$ cat config.mk
export PLATFORM = sky130hd
export DESIGN_NAME = motion_event_detector
export DESIGN_NICKNAME = d
export VERILOG_FILES = /design/src/pin_sync.v /design/src/axis_detect.v /design/src/motion_event_detector.v
export VERILOG_INCLUDE_DIRS = /design/src
export SDC_FILE = /design/constraint.sdc
export NUM_CORES = 1
export LEC_CHECK = 0
export BUFFER_PORTS_ARGS = -buffer_cell sky130_fd_sc_hd__buf_2
export CAP_MARGIN = 20
export CORE_UTILIZATION = 64
export CTS_CLUSTER_DIAMETER = 50
export CTS_CLUSTER_SIZE = 24
export DETAILED_ROUTE_END_ITERATION = 8
export PLACE_DENSITY = 0.81
export SLEW_MARGIN = 15
export SYNTH_ARGS = -nofsm -noshare
export SYNTH_HDL_FRONTEND = slang
export SYNTH_SLANG_ARGS = --single-unit
export TNS_END_PERCENT = 100
$ cat constraint.sdc
create_clock -name CLK -period 5.13 [get_ports CLK]
set_input_delay 1.026 -clock CLK [delete_from_list [all_inputs] [get_ports CLK]]
set_output_delay 1.026 -clock CLK [all_outputs]
set_load 0.02 [all_outputs]
$ cat src/motion_defines.vh
// register map, field positions and timing constants of the motion detector
//Contract
//shake tested only on axes enabled for it
//any enabled axis sets one shared shake flag
//shake when sample beyond plus or minus 1.3g
//status read acknowledge clears shake, monitoring restarts
//alert bit high marks returned data invalid
//host picks active rate in rate field
//tap needs tap interrupt enable and rate 000
//tap when transition beats threshold for debounce
//delta-g at any rate with all axes enabled
//below 120 samples per second no tap
//tap interrupt enable gates tap detection
//per-axis tap enables select tested axes
//five-bit tap threshold, 1 to 31 counts
//agreeing tap tests set tap flag, interrupt
//required tests equal debounce value plus one
//tap ORed over axes, flag in bit 5
//tap suspended while tap flag set
//host sets standby, programs, then activates; no mode register here, writes to its address are ignored
//rate field 0x02 means 32 samples per second
//host reads status on interrupt, re-arming detection
//interrupt held while enabled flag pending
//registers reached by byte address over two-wire bus
`ifndef MOTION_DEFINES_VH
`define MOTION_DEFINES_VH

// register byte addresses
`define ADDR_X_SAMPLE 8'h00
`define ADDR_Y_SAMPLE 8'h01
`define ADDR_Z_SAMPLE 8'h02
`define ADDR_STATUS 8'h03
`define ADDR_INT_SETUP 8'h06
`define ADDR_RATE_SEL 8'h08
`define ADDR_TAP_THR 8'h09
`define ADDR_TAP_DEB 8'h0A
`define REG_RESET 8'h00

// field positions
`define SHAKE_EN_X_BIT 7
`define SHAKE_EN_Y_BIT 6
`define SHAKE_EN_Z_BIT 5
`define TAP_IRQ_EN_BIT 3
`define TAP_Z_EN_BIT 7
`define TAP_Y_EN_BIT 6
`define TAP_X_EN_BIT 5
`define TAP_THR_MSB 4
`define RATE_FIELD_MSB 2
`define STAT_SHAKE_BIT 7
`define STAT_ALERT_BIT 6
`define STAT_TAP_BIT 5

// shake limit magnitude in counts (1.3g at 21.33 counts per g)
`define SHAKE_LIMIT 6'h1B

// rates per rate field code, samples per second
`define SPS_0 120
`define SPS_1 64
`define SPS_2 32
`define SPS_3 16
`define SPS_4 8
`define SPS_5 4
`define SPS_6 2
`define SPS_7 1

// timing
`define CLK_HZ 125000000
`define TAP_TEST_NS 260000

// two-wire slave address, value arbitrary
`define BUS_DEV_ADDR 7'h2A

`endif

$ cat src/pin_sync.v
// two-flop synchroniser for pins arriving from outside the clock domain
`timescale 1ns/1ps
module pin_sync #(
   parameter WIDTH = 2
) (
   input wire clk,
   input wire nrst,
   input wire [WIDTH-1:0] pin,
   output reg [WIDTH-1:0] sync_q
);
   reg [WIDTH-1:0] meta_q;

   // first stage feeds only the second stage
   always @(posedge clk) begin
      if (!nrst) begin
         meta_q <= {WIDTH{1'b1}};
         sync_q <= {WIDTH{1'b1}};
      end else begin
         meta_q <= pin;
         sync_q <= meta_q;
      end
   end
endmodule

$ cat src/axis_detect.v
// per-axis shake level test and debounced tap transition test
`timescale 1ns/1ps
`include "motion_defines.vh"
module axis_detect (
   input wire clk,
   input wire nrst,
   input wire [5:0] sample,
   input wire rate_tick,
   input wire test_tick,
   input wire shake_en,
   input wire tap_en,
   input wire [4:0] threshold,
   input wire [7:0] debounce,
   output reg shake_q,
   output reg tap_q
);
   reg [5:0] prev_q;
   reg [8:0] agree_q;
   wire signed [5:0] s = sample;
   wire [6:0] delta = {sample[5], sample} - {prev_q[5], prev_q};
   wire [6:0] mag = delta[6] ? (7'h00 - delta) : delta;
   wire exceed = mag > {2'h0, threshold};
   wire [8:0] need = {1'b0, debounce} + 9'h001;
   wire beyond;

   assign beyond = (s > $signed(`SHAKE_LIMIT)) ||
                   (s < -$signed(`SHAKE_LIMIT));

   // shake only on enabled axis, tested each output sample
   always @(posedge clk) begin
      if (!nrst) begin
         shake_q <= 1'b0;
      end else begin
         shake_q <= rate_tick & shake_en & beyond;
      end
   end

   // fast transition must agree over debounce+1 tests
   always @(posedge clk) begin
      if (!nrst) begin
         prev_q <= 6'h00;
         agree_q <= 9'h000;
         tap_q <= 1'b0;
      end else begin
         tap_q <= 1'b0;
         if (test_tick) begin
            prev_q <= sample;
            if (tap_en && exceed) begin
               if (agree_q + 9'h001 >= need) begin
                  tap_q <= 1'b1;
                  agree_q <= 9'h000;
               end else begin
                  agree_q <= agree_q + 9'h001;
               end
            end else begin
               agree_q <= 9'h000; // a differing test restarts the run
            end
         end
      end
   end
endmodule

$ cat src/motion_event_detector.v
// shake and tap event detector with two-wire register access
`timescale 1ns/1ps
`include "motion_defines.vh"
module motion_event_detector #(
   parameter CLK_HZ = `CLK_HZ
) (
   input wire CLK,
   input wire NRST,
   input wire SCL,
   input wire SDA_IN,
   output reg SDA_OUT,
   output reg SDA_OE,
   input wire [5:0] X_SAMPLE,
   input wire [5:0] Y_SAMPLE,
   input wire [5:0] Z_SAMPLE,
   output reg INT_N
);
   // bus states
   localparam [3:0] S_IDLE = 4'h0;
   localparam [3:0] S_ADDR = 4'h1;
   localparam [3:0] S_AACK = 4'h2;
   localparam [3:0] S_PTR = 4'h3;
   localparam [3:0] S_PACK = 4'h4;
   localparam [3:0] S_WDAT = 4'h5;
   localparam [3:0] S_DACK = 4'h6;
   localparam [3:0] S_RDAT = 4'h7;
   localparam [3:0] S_RACK = 4'h8;

   // tap test spacing, derived from the 0.26 ms test period
   localparam integer TAP_TEST_CYC_RAW = (CLK_HZ / 1000000) *
                                         `TAP_TEST_NS / 1000;
   localparam integer TAP_TEST_CYC = (TAP_TEST_CYC_RAW < 1) ? 1 :
                                     TAP_TEST_CYC_RAW;

   // registers
   reg [7:0] int_setup_q;
   reg [7:0] rate_sel_q;
   reg [7:0] tap_thr_q;
   reg [7:0] tap_deb_q;
   reg [5:0] x_out_q;
   reg [5:0] y_out_q;
   reg [5:0] z_out_q;
   reg shake_flag_q;
   reg tap_flag_q;
   reg alert_q;

   // bus engine
   reg [3:0] state_q;
   reg [3:0] cnt_q;
   reg [7:0] shift_q;
   reg [7:0] tx_q;
   reg [7:0] ptr_q;
   reg rw_q;
   reg mack_q;
   reg scl_prev_q;
   reg sda_prev_q;
   reg wr_q;
   reg [7:0] wr_addr_q;
   reg [7:0] wr_data_q;
   reg status_clr_q;

   // sample timing
   reg [31:0] odr_cnt_q;
   reg [31:0] test_cnt_q;
   reg rate_tick_q;
   reg test_tick_q;

   reg [7:0] rd_data;
   reg [31:0] odr_limit;

   wire [1:0] pins_s;
   wire scl_s = pins_s[1];
   wire sda_s = pins_s[0];
   wire scl_rise = scl_s & ~scl_prev_q;
   wire scl_fall = ~scl_s & scl_prev_q;
   wire bus_start = scl_s & scl_prev_q & sda_prev_q & ~sda_s;
   wire bus_stop = scl_s & scl_prev_q & ~sda_prev_q & sda_s;

   wire [2:0] rate_field = rate_sel_q[`RATE_FIELD_MSB:0];
   wire shake_en_x = int_setup_q[`SHAKE_EN_X_BIT];
   wire shake_en_y = int_setup_q[`SHAKE_EN_Y_BIT];
   wire shake_en_z = int_setup_q[`SHAKE_EN_Z_BIT];
   wire tap_interrupt_enable = int_setup_q[`TAP_IRQ_EN_BIT];
   wire tap_axis_x_enable = tap_thr_q[`TAP_X_EN_BIT];
   wire tap_axis_y_enable = tap_thr_q[`TAP_Y_EN_BIT];
   wire tap_axis_z_enable = tap_thr_q[`TAP_Z_EN_BIT];
   wire [4:0] tap_threshold_field = tap_thr_q[`TAP_THR_MSB:0];
   wire all_tap_axes = tap_axis_x_enable & tap_axis_y_enable &
                       tap_axis_z_enable;

   // tap runs at the fastest rate, or as delta-g with all axes on,
   // and is held off while an unread tap is pending
   wire tap_run = tap_interrupt_enable &
                  ((rate_field == 3'h0) | all_tap_axes) &
                  ~tap_flag_q;

   wire shake_x;
   wire shake_y;
   wire shake_z;
   wire tap_x;
   wire tap_y;
   wire tap_z;
   wire shake_set = shake_x | shake_y | shake_z;
   wire tap_set = tap_x | tap_y | tap_z;
   wire reading_status = ((state_q == S_RDAT) || (state_q == S_RACK)) &&
                         (ptr_q == `ADDR_STATUS);
   wire collide = (shake_set | tap_set) & reading_status;

   pin_sync #(
      .WIDTH(2)
   ) u_pins (
      .clk(CLK),
      .nrst(NRST),
      .pin({SCL, SDA_IN}),
      .sync_q(pins_s)
   );

   axis_detect u_x (
      .clk(CLK),
      .nrst(NRST),
      .sample(X_SAMPLE),
      .rate_tick(rate_tick_q),
      .test_tick(test_tick_q),
      .shake_en(shake_en_x),
      .tap_en(tap_run & tap_axis_x_enable),
      .threshold(tap_threshold_field),
      .debounce(tap_deb_q),
      .shake_q(shake_x),
      .tap_q(tap_x)
   );

   axis_detect u_y (
      .clk(CLK),
      .nrst(NRST),
      .sample(Y_SAMPLE),
      .rate_tick(rate_tick_q),
      .test_tick(test_tick_q),
      .shake_en(shake_en_y),
      .tap_en(tap_run & tap_axis_y_enable),
      .threshold(tap_threshold_field),
      .debounce(tap_deb_q),
      .shake_q(shake_y),
      .tap_q(tap_y)
   );

   axis_detect u_z (
      .clk(CLK),
      .nrst(NRST),
      .sample(Z_SAMPLE),
      .rate_tick(rate_tick_q),
      .test_tick(test_tick_q),
      .shake_en(shake_en_z),
      .tap_en(tap_run & tap_axis_z_enable),
      .threshold(tap_threshold_field),
      .debounce(tap_deb_q),
      .shake_q(shake_z),
      .tap_q(tap_z)
   );

   // output data rate period from the rate field
   always @* begin
      case (rate_field)
         3'h0: odr_limit = CLK_HZ / `SPS_0;
         3'h1: odr_limit = CLK_HZ / `SPS_1;
         3'h2: odr_limit = CLK_HZ / `SPS_2;
         3'h3: odr_limit = CLK_HZ / `SPS_3;
         3'h4: odr_limit = CLK_HZ / `SPS_4;
         3'h5: odr_limit = CLK_HZ / `SPS_5;
         3'h6: odr_limit = CLK_HZ / `SPS_6;
         default: odr_limit = CLK_HZ / `SPS_7;
      endcase
   end

   // sample and tap-test tick generators
   always @(posedge CLK) begin
      if (!NRST) begin
         odr_cnt_q <= 32'h00000000;
         test_cnt_q <= 32'h00000000;
         rate_tick_q <= 1'b0;
         test_tick_q <= 1'b0;
      end else begin
         rate_tick_q <= 1'b0;
         test_tick_q <= 1'b0;
         // >= so a rate change to a shorter period cannot overrun
         if (odr_cnt_q + 32'h00000001 >= odr_limit) begin
            odr_cnt_q <= 32'h00000000;
            rate_tick_q <= 1'b1;
         end else begin
            odr_cnt_q <= odr_cnt_q + 32'h00000001;
         end
         if (test_cnt_q + 32'h00000001 >= TAP_TEST_CYC) begin
            test_cnt_q <= 32'h00000000;
            test_tick_q <= 1'b1;
         end else begin
            test_cnt_q <= test_cnt_q + 32'h00000001;
         end
      end
   end

   // axis output registers refresh at the output data rate
   always @(posedge CLK) begin
      if (!NRST) begin
         x_out_q <= 6'h00;
         y_out_q <= 6'h00;
         z_out_q <= 6'h00;
      end else if (rate_tick_q) begin
         x_out_q <= X_SAMPLE;
         y_out_q <= Y_SAMPLE;
         z_out_q <= Z_SAMPLE;
      end
   end

   // event flags: a new event wins over the read clear
   always @(posedge CLK) begin
      if (!NRST) begin
         shake_flag_q <= 1'b0;
         tap_flag_q <= 1'b0;
         alert_q <= 1'b0;
      end else begin
         shake_flag_q <= shake_set | (shake_flag_q & ~status_clr_q);
         tap_flag_q <= tap_set | (tap_flag_q & ~status_clr_q);
         // an event landing while status shifts out spoils that byte
         alert_q <= collide | (alert_q & ~status_clr_q);
      end
   end

   // interrupt pin, push-pull active low, held while enabled flags pend
   always @(posedge CLK) begin
      if (!NRST) begin
         INT_N <= 1'b1;
      end else begin
         INT_N <= ~((shake_flag_q & (shake_en_x | shake_en_y | shake_en_z)) |
                    (tap_flag_q & tap_interrupt_enable));
      end
   end

   // register writes from the bus
   always @(posedge CLK) begin
      if (!NRST) begin
         int_setup_q <= `REG_RESET;
         rate_sel_q <= `REG_RESET;
         tap_thr_q <= `REG_RESET;
         tap_deb_q <= `REG_RESET;
      end else if (wr_q) begin
         if (wr_addr_q == `ADDR_INT_SETUP) begin
            int_setup_q <= wr_data_q;
         end else if (wr_addr_q == `ADDR_RATE_SEL) begin
            rate_sel_q <= wr_data_q;
         end else if (wr_addr_q == `ADDR_TAP_THR) begin
            tap_thr_q <= wr_data_q;
         end else if (wr_addr_q == `ADDR_TAP_DEB) begin
            tap_deb_q <= wr_data_q;
         end
      end
   end

   // read data by byte address; unmapped addresses read zero
   always @* begin
      if (ptr_q == `ADDR_X_SAMPLE) begin
         rd_data = {1'b0, alert_q, x_out_q};
      end else if (ptr_q == `ADDR_Y_SAMPLE) begin
         rd_data = {1'b0, alert_q, y_out_q};
      end else if (ptr_q == `ADDR_Z_SAMPLE) begin
         rd_data = {1'b0, alert_q, z_out_q};
      end else if (ptr_q == `ADDR_STATUS) begin
         rd_data = {shake_flag_q, alert_q, tap_flag_q, 5'h00};
      end else if (ptr_q == `ADDR_INT_SETUP) begin
         rd_data = int_setup_q;
      end else if (ptr_q == `ADDR_RATE_SEL) begin
         rd_data = rate_sel_q;
      end else if (ptr_q == `ADDR_TAP_THR) begin
         rd_data = tap_thr_q;
      end else if (ptr_q == `ADDR_TAP_DEB) begin
         rd_data = tap_deb_q;
      end else begin
         rd_data = 8'h00;
      end
   end

   // two-wire slave: bits sampled on scl rise, driven after scl fall
   always @(posedge CLK) begin
      if (!NRST) begin
         state_q <= S_IDLE;
         cnt_q <= 4'h0;
         shift_q <= 8'h00;
         tx_q <= 8'h00;
         ptr_q <= 8'h00;
         rw_q <= 1'b0;
         mack_q <= 1'b1;
         scl_prev_q <= 1'b1;
         sda_prev_q <= 1'b1;
         wr_q <= 1'b0;
         wr_addr_q <= 8'h00;
         wr_data_q <= 8'h00;
         status_clr_q <= 1'b0;
         SDA_OUT <= 1'b0;
         SDA_OE <= 1'b0;
      end else begin
         scl_prev_q <= scl_s;
         sda_prev_q <= sda_s;
         wr_q <= 1'b0;
         status_clr_q <= 1'b0;
         SDA_OUT <= 1'b0; // open drain: only ever pulls low
         if (bus_start) begin
            state_q <= S_ADDR;
            cnt_q <= 4'h0;
            SDA_OE <= 1'b0;
         end else if (bus_stop) begin
            state_q <= S_IDLE;
            SDA_OE <= 1'b0;
         end else if (scl_rise) begin
            case (state_q)
               S_ADDR, S_PTR, S_WDAT: begin
                  if (cnt_q < 4'h8) begin
                     shift_q <= {shift_q[6:0], sda_s};
                     cnt_q <= cnt_q + 4'h1;
                  end
               end
               S_RACK: begin
                  // acknowledge bit of a read: clear after a status read, then move on
                  mack_q <= sda_s;
                  if (ptr_q == `ADDR_STATUS) begin
                     status_clr_q <= 1'b1;
                  end
                  ptr_q <= ptr_q + 8'h01;
               end
               default: begin
               end
            endcase
         end else if (scl_fall) begin
            case (state_q)
               S_ADDR: begin
                  if (cnt_q == 4'h8) begin
                     if (shift_q[7:1] == `BUS_DEV_ADDR) begin
                        rw_q <= shift_q[0];
                        SDA_OE <= 1'b1;
                        state_q <= S_AACK;
                     end else begin
                        state_q <= S_IDLE;
                     end
                  end
               end
               S_AACK: begin
                  if (rw_q) begin
                     tx_q <= {rd_data[6:0], 1'b0};
                     SDA_OE <= ~rd_data[7];
                     cnt_q <= 4'h1;
                     state_q <= S_RDAT;
                  end else begin
                     SDA_OE <= 1'b0;
                     cnt_q <= 4'h0;
                     state_q <= S_PTR;
                  end
               end
               S_PTR: begin
                  if (cnt_q == 4'h8) begin
                     ptr_q <= shift_q;
                     SDA_OE <= 1'b1;
                     state_q <= S_PACK;
                  end
               end
               S_PACK, S_DACK: begin
                  SDA_OE <= 1'b0;
                  cnt_q <= 4'h0;
                  state_q <= S_WDAT;
               end
               S_WDAT: begin
                  if (cnt_q == 4'h8) begin
                     wr_q <= 1'b1;
                     wr_addr_q <= ptr_q;
                     wr_data_q <= shift_q;
                     ptr_q <= ptr_q + 8'h01;
                     SDA_OE <= 1'b1;
                     state_q <= S_DACK;
                  end
               end
               S_RDAT: begin
                  if (cnt_q == 4'h8) begin
                     SDA_OE <= 1'b0;
                     state_q <= S_RACK;
                  end else begin
                     SDA_OE <= ~tx_q[7];
                     tx_q <= {tx_q[6:0], 1'b0};
                     cnt_q <= cnt_q + 4'h1;
                  end
               end
               S_RACK: begin
                  // master nack ends the read; ack streams the next byte
                  if (mack_q) begin
                     state_q <= S_IDLE;
                  end else begin
                     tx_q <= {rd_data[6:0], 1'b0};
                     SDA_OE <= ~rd_data[7];
                     cnt_q <= 4'h1;
                     state_q <= S_RDAT;
                  end
               end
               default: begin
               end
            endcase
         end
      end
   end
endmodule

==> metrics.md, run 1 <==
| Metric | Value |
|---|---|
| CP Cell Sequence | `and3_1 > nand4_1 > nor2_1 > and3_1 > xor2_1 > ha_1 > a21o_1 > a21o_1 > a21oi_1 > o2111ai_1 > a21o_1 > a211o_1 > and2_1` |
| Iter 0 DRT Violations | `roughly 890` |
| Grt total ovfl | `0` |
| Post-synthesis xor/xnor area fraction | `under 10%` |
| CTS HTree Levels | `1` |
| All-Layer GR Usage | `28.6%` |
| Global-route wire length before repair | `roughly 52000 um` |
| Synthesized flop and latch total | `around 230` |
| Req. time, crit path | `5570 ps` |
| Fill count | `between 1.5k and 2k` |
| Netlist Area Pre-Place | `between 10000 and 15000 um^2` |
| Share of the synthesized area in the top cell type | `between 30% and 40%` |
| Final Hold Vio Count | `0` |
| Leading area contributor after synthesis | `dfxtp_1` |
| Clock sink total | `229` |
| Critical path buffers and inverters | `0` |
| Num CTS Buffers | `24` |
| CTS tree | `done` |
| Least-Margin Pin Slew | `about 900 ps` |
| Postcts setup bufs | `0` |
| Post_cts resized | `0` |
| Power per cell area | `approximately 270 nW/um^2` |
| Largest family of logic cells by synthesized area | `simple AND/OR/NAND/NOR gates` |
| Net Switching | `about 0.0011 W` |
| Post-synth EDFFs | `0` |
| Worst-case reg-to-reg path depth | `13` |
| Adder-Cell Fraction of Synth Area | `approximately a tenth` |
| Final setup vio count | `0` |
| Max VDD drop | `approximately 0.32 mV` |
| Compound-Gate Fraction of Synth Area | `14.5%` |
| Worst setup SP type | `flop` |
| Clock network power share | `about 45%` |
| Critical path peak fanout | `28` |
| Worst hold margin | `between 400 and 500 ps` |
| Post-synthesis mux area share | `under 10%` |
| Top_reg_cell synth | `dfxtp_1` |
| Initial antenna violation count | `0` |
| Area growth from synthesis to layout | `9.00%` |
| Synth Warn # | `0` |
| Cell family with most CP delay | `simple AND/OR/NAND/NOR gates` |
| DRC | `0` |
| N_diodes | `0` |
| Commonest cells post-synth | `229 x dfxtp_1, 207 x nor2_1, 165 x nand2_1` |
| Sequential element share of the synthesized area | `between 30% and 40%` |
| Max-Cap Viols | `0` |
| Hold Path Class | `reg -> reg` |
| Kind of end point of the critical path | `flop` |
| Final worst-path cycle share | `80.6%` |
| Area contributors post-synth | `dfxtp_1 33%, ha_1 9.5%, mux2i_1 7.6%, nor2_1 5.6%, nand2_1 4.5%` |
| Row count | `53` |
| Vias | `~12k` |
| RD Place Congestion | `0.960` |
| Antenna viol nets, final | `0` |
| Largest net degree at the start of global routing | `78` |
| Hold path depth | `1` |
| Final Skew | `between 20 and 30 ps` |
| TNS Setup | `0 ps` |
| Crit-path max cell delay | `600 ps` |
| Worst rel slew slack | `between 30% and 40%` |
| Number of global-route vias before repair | `roughly 11k` |
| Wire per inst | `16.3 um` |
| I/O pin count | `25` |
| Via density | `approximately 6` |
| TritonRoute pass-1 iters | `7` |
| Asr flop ratio synth | `0%` |
| RSZ-0062 raised after global routing | `false` |
| CP Depth | `13` |
| Min Clock Period, post-route | `approximately 4100 ps` |
| Bufs on Longest Clock Path | `3` |
| I/O Buffers | `23` |
| LEAKAGE | `6.08 nW` |
| DIE HEIGHT | `149 um` |
| Combinational Power Share | `approximately 9.7%` |
| NumNets Final | `~1.8k` |
| Seq pwr share | `between 40% and 50%` |
| Slew Limit Fails | `0` |
| Root buf cell | `clkbuf_16` |
| Switching Share | `a little over a quarter` |
| Status | `finished clean` |
| Final WL | `around 32000 um` |
| Ratio of cells with drive above 1 in the final layout | `between 7 and 8%` |
| Crit path kind | `reg -> reg` |
| Fmax | `~0.24 GHz` |
| Internal power | `approximately 0.003 W` |
| Clock Latency Late Sink | `roughly 540 ps` |
| Starting Density | `~65%` |
| Post-CTS Hold Fix Bufs | `0` |
| Dpl hpwl | `roughly 22000 um` |
| Clock slew at reported path FFs | `80 ps` |
| Slowest-stage cell, CP | `a211o_1` |
| Synth Area per Inst | `between 8 and 9 um^2` |
| Area of the die | `22100 um^2` |
| Worst Path Arrival | `approximately 4600 ps` |
| Die W | `roughly 150 um` |
| Post-Syn Instances | `approximately 1.6k` |
| CP most frequent cell | `a21o_1` |
| Core area | `roughly 21000 um^2` |
| Most numerous cell in the Yosys netlist | `dfxtp_1` |
| Synth cell types | `between 80 and 90` |
| Simple-gate share of the synthesized area | `roughly a quarter` |
==> path summary, 6_finish.rpt <==
| path | start | end | slack (ps) |
|---|---|---|---|
| setup / recovery | odr_cnt_q[2]$_SDFF_PP0_ | rate_tick_q$_SDFF_PN0_ | 1000 |
| hold / removal | u_pins.meta_q[0]$_SDFF_PN1_ | u_pins.sync_q[0]$_SDFF_PN1_ | 410 |
| setup reg to reg | odr_cnt_q[2]$_SDFF_PP0_ | rate_tick_q$_SDFF_PN0_ | 1000 |
| hold reg to reg | u_pins.meta_q[0]$_SDFF_PN1_ | u_pins.sync_q[0]$_SDFF_PN1_ | 410 |
==> layer usage <==
| metal | wire (um) | share of wire, % | global-route usage (%) |
|---|---|---|---|
| met5 | 0 | 0 | 0 |
| met4 | 911 | 2.9 | 10.4 |
| met3 | 1800 | 5.7 | 3.83 |
| met2 | 14700 | 46 | 47.2 |
| met1 | 14200 | 45 | 38.2 |
==> worst register-to-register path: cells and delay by family (launching register included) <==
| family | cells | cell delay (ps) |
|---|---|---|
| AND/OR/NAND/NOR | 5 | 1630 |
| adder cells (fa/ha/maj) | 1 | 280 |
| AO/OA/AOI/OAI | 6 | 1510 |
| flip-flops | 1 | 390 |
| XOR/XNOR | 1 | 210 |
==> stage by stage <==
step | worst slack, ps | instances | area [um^2] | total power, W | util, %
floorplan | 831 | 1659 | 13900 | 0.00217 | -
global placement | 782 | 1904 | 14100 | 0.00224 | 67.0
detailed placement | 622 | 1904 | 14100 | 0.00226 | 67.0
CTS | 1090 | 1948 | 15000 | 0.00411 | 71.2
global route | 748 | 1948 | 15000 | 0.00423 | 71.2
finish | 995 | 1948 | 15000 | 0.00409 | 71.2
==> logic make-up (layout without fill, tap and decap cells) <==
logic type | Yosys count | in the layout
other | 1 | 23
adders and majority gates | 108 | 108
buffers and inverters | 123 | 137
and+or+nand+nor | 680 | 680
xor gates and xnor gates | 90 | 90
DFF | 229 | 229
muxes | 108 | 108
AOI/OAI and AO/OA | 298 | 298
==> power groups by stage <==
stage,clock network (W),logic [W],registers (W)
detailed placement,0,0.000387,0.00187
floorplan,0,0.000305,0.00186
CTS,0.00189,0.000393,0.00183
global route,0.00195,0.000445,0.00184
finish,0.00186,0.000397,0.00183
global placement,0,0.000370,0.00187
==> placed cells by master, fill, tap and decap left out, drive strengths merged, types with 27 or more instances in the layout <==
master,synthesis,layout
o21ai,66,66
buf,20,35
xnor2,54,54
ha,105,105
a21oi,63,63
nor3,49,49
inv,56,62
clkbuf,45,28
xor2,36,36
and3,27,27
nand2b,36,36
nand3,53,53
nand4,32,32
mux2i,105,105
nor2,209,209
dfxtp,229,229
o211ai,30,30
nand2,166,166
==> area by class of cell <==
cell class | instances | area (um^2) | share of cell area [%]
multi-input combinational | 1307 | 8780 | 58.5
clock inverter | 16 | 219 | 1.46
tap | 275 | 344 | 2.29
sequential | 229 | 4580 | 30.5
timing repair buffer | 35 | 205 | 1.37
clock buffer | 28 | 657 | 4.38
inverter | 58 | 220 | 1.47
==> flip-flops by register name (all words and copies together) (netlist names), 6 cells and up <==
name         cells
odr_cnt_q       32
test_cnt_q      32
u_x.agree_q      9
u_y.agree_q      9
u_z.agree_q      9
int_setup_q      8
ptr_q            8
rate_sel_q       8
shift_q          8
tap_deb_q        8
tap_thr_q        8
wr_addr_q        8
wr_data_q        8
tx_q             7
u_x.prev_q       6
u_y.prev_q       6
u_z.prev_q       6
x_out_q          6
y_out_q          6
z_out_q          6
Note: power is estimated with default switching activity, not from simulation.
==> run 2, diff against run 1 <==
==> constraint.sdc (replaced) <==
create_clock -name CLK -period 3.88 [get_ports CLK]
set_input_delay 0.776 -clock CLK [delete_from_list [all_inputs] [get_ports CLK]]
set_output_delay 0.776 -clock CLK [all_outputs]
set_load 0.02 [all_outputs]
==> run 2 against run 1 <==
Net effect:
- sequential power grew 32%
- worst hold slack lost 19 ps
- global-route usage grew 0.25 points
- critical path type unchanged
- critical endpoint is now odr_cnt_q[12]$_SDFF_PP0_
- largest cell class unchanged
- largest power group unchanged
==> metrics.md, run 2 (synthesis gave the netlist of run 1 again) <==
| Metric | Value |
|---|---|
| Vias | `roughly 12k` |
| Most frequent cells in the layout | `229 x dfxtp_1, 207 x nor2_1, 165 x nand2_1` |
| Min Clock Period, post-route | `approximately 3600 ps` |
| Iter 0 DRT Violations | `approximately 1.1k` |
| Grt total ovfl | `0` |
| Multi-input gate area | `around 8800 um^2` |
| I/O Buffers | `23` |
| RSZ-0062 raised after global routing | `false` |
| Via density | `just over 6` |
| Crit-path max cell delay | `390 ps` |
| All-Layer GR Usage | `about 29%` |
| Hold Path Class | `reg -> reg` |
| Number of global-route vias before repair | `11.0k` |
| Fill count | `around 1.6k` |
| Slew Limit Fails | `0` |
| Core area | `between 20000 and 25000 um^2` |
| Fin area | `15300 um^2` |
| Slowest-stage cell, CP | `a211o_1` |
| Reg2Reg Launch Point | `odr_cnt_q[3]$_SDFF_PP0_` |
| Fmax | `0.278 GHz` |
| Most common cell after layout, fill and taps aside | `dfxtp_1` |
| Bufs on Longest Clock Path | `3` |
| Final setup vio count | `0` |
| Clock Latency Late Sink | `~560 ps` |
| Power per cell area | `~370 nW/um^2` |
| CTS tree | `done` |
| Post-DP Area | `roughly 14000 um^2` |
| I/O pin count | `25` |
| Largest net degree at the start of global routing | `65` |
| Final Hold Vio Count | `0` |
| Kind of end point of the critical path | `flop` |
| N_diodes | `0` |
| Worst setup margin | `roughly 280 ps` |
| Storage element area | `around 4600 um^2` |
| Global-route wire length before repair | `~53000 um` |
| Ratio of cells with drive above 1 in the final layout | `between 9 and 10%` |
| Worst rel slew slack | `just under 40%` |
| Area of the die | `22100 um^2` |
| Root buf cell | `clkbuf_16` |
| Max-Cap Viols | `0` |
| Clock slew at reported path FFs | `about 80 ps` |
| Final Skew | `35.9 ps` |
| Final WL | `between 30000 and 40000 um` |
| CP Cell Sequence | `and3_1 > nand4_1 > nor2_1 > and3_1 > xor2_1 > ha_1 > a21o_1 > a21o_1 > a21oi_1 > o2111ai_1 > a21o_1 > a211o_1 > buf_4 > nor2_1` |
| FF-to-FF setup slack | `around 280 ps` |
| Final worst-path cycle share | `between 90 and 100%` |
| Antenna viol nets, final | `0` |
| NumNets Final | `~1.8k` |
| Dpl hpwl | `between 20000 and 25000 um` |
| TritonRoute pass-1 iters | `5` |
| Status | `finished clean` |
| RD Place Congestion | `about 0.9` |
| Least-Margin Pin Slew | `908 ps` |
| Max VDD drop | `~0.44 mV` |
| Initial antenna violation count | `0` |
| Critical path peak fanout | `10` |
| Worst setup SP type | `flop` |
| Starting Density | `65.3%` |
| Power, Total | `roughly 0.0057 W` |
| Postcts setup bufs | `0` |
| DRC | `0` |
| Worst Setup Slack post-DPL | `-246 ps` |
| Num CTS Buffers | `27` |
| Worst Path Arrival | `slightly above 4000 ps` |
| DIE HEIGHT | `approximately 150 um` |
| Worst-case reg-to-reg path depth | `14` |
| LEAKAGE | `approximately 6.2 nW` |
| R2R Path End | `odr_cnt_q[12]$_SDFF_PP0_` |
| Row count | `53` |
| CP most frequent cell | `a21o_1` |
| Area growth from synthesis to layout | `11.2%` |
| Req. time, crit path | `~4400 ps` |
| Crit path kind | `reg -> reg` |
| Top flop regs | `odr_cnt_q x32, test_cnt_q x32` |
| Clock sink total | `between 200 and 250` |
| Wire per inst | `about 16 um` |
| Crit. Startpoint | `odr_cnt_q[3]$_SDFF_PP0_` |
| Die W | `about 150 um` |
| Last element of the critical path | `odr_cnt_q[12]$_SDFF_PP0_` |
| CTS HTree Levels | `1` |
run 2: cell types whose count changed in the layout (fill, tap and decap cells not counted), moves of 2 or more:
cell / delta
buf_4: +26
clkbuf_16: +2
clkbuf_8: -2
clkinv_4: +2
clkinv_8: -2
clkinvlp_4: +4
inv_12: +2
inv_16: +2
run 2: worst min-delay path by stage:
stage,slack [ps],to,cells after the start,from
floorplan,390,u_pins.sync_q[0]$_SDFF_PN1_,1,u_pins.meta_q[0]$_SDFF_PN1_
global placement,390,u_pins.sync_q[0]$_SDFF_PN1_,1,u_pins.meta_q[0]$_SDFF_PN1_
detailed placement,390,u_pins.sync_q[0]$_SDFF_PN1_,1,u_pins.meta_q[0]$_SDFF_PN1_
CTS,380,u_pins.sync_q[0]$_SDFF_PN1_,1,u_pins.meta_q[0]$_SDFF_PN1_
global route,390,u_pins.sync_q[0]$_SDFF_PN1_,1,u_pins.meta_q[0]$_SDFF_PN1_
finish,390,u_pins.sync_q[0]$_SDFF_PN1_,1,u_pins.meta_q[0]$_SDFF_PN1_
run 2: critical path, delay by kind of cell, from the launching register on:
family | cells | cell delay, ps
AO/OA/AOI/OAI | 6 | 1380
AND/OR/NAND/NOR | 5 | 980
flip-flops | 1 | 380
adder cells (fa/ha/maj) | 1 | 300
XOR/XNOR | 1 | 230
buffers and inverters | 1 | 230
run 2: power breakdown:
part	internal [W]	leakage [nW]	switching [W]
Sequential	0.00239	1.86	0.0000330
Clock	0.00145	0.456	0.00123
Combinational	0.000241	3.92	0.000311
Total	0.00408	6.24	0.00157
run 2: repair_timing:
action | CTS | global route
gates resized for setup | 0 | 2
endpoints found under the setup margin | 0 | 3
hold buffers | 0 | 0
run 2: per-layer routing:
layer | track usage [%] | vias up | part of all wire [%]
met3 | 4.05 | 44 | 5.7
li1 | - | 5924 | -
met5 | 0.682 | - | 0
met1 | 39.2 | 5627 | 46
met4 | 7.22 | 0 | 1.7
met2 | 48.1 | 354 | 47
run 2: cell type report:
type	instances	share of cell area, %
well taps	275	2.25
multi-input cells	1307	57.4
clock buffers	28	4.44
repair buffers	61	2.61
flip-flops and latches	229	29.9
clock inverters	22	1.90
inverters	58	1.44
run 2: metrics by stage:
| step | hold WS [ps] | utilization (%) | std cells | TNS, ps |
|---|---|---|---|---|
| 4_1_cts | 383 | 72.6 | 1980 | 0 |
| 3_3_place_gp | 389 | 68.0 | 1930 | -1010 |
| 5_1_grt | 391 | 72.6 | 1980 | 0 |
| 2_1_floorplan | 386 | - | 1659 | 0 |
| 6_report | 387 | 72.6 | 1980 | 0 |
| 3_5_place_dp | 392 | 68.0 | 1930 | -3930 |
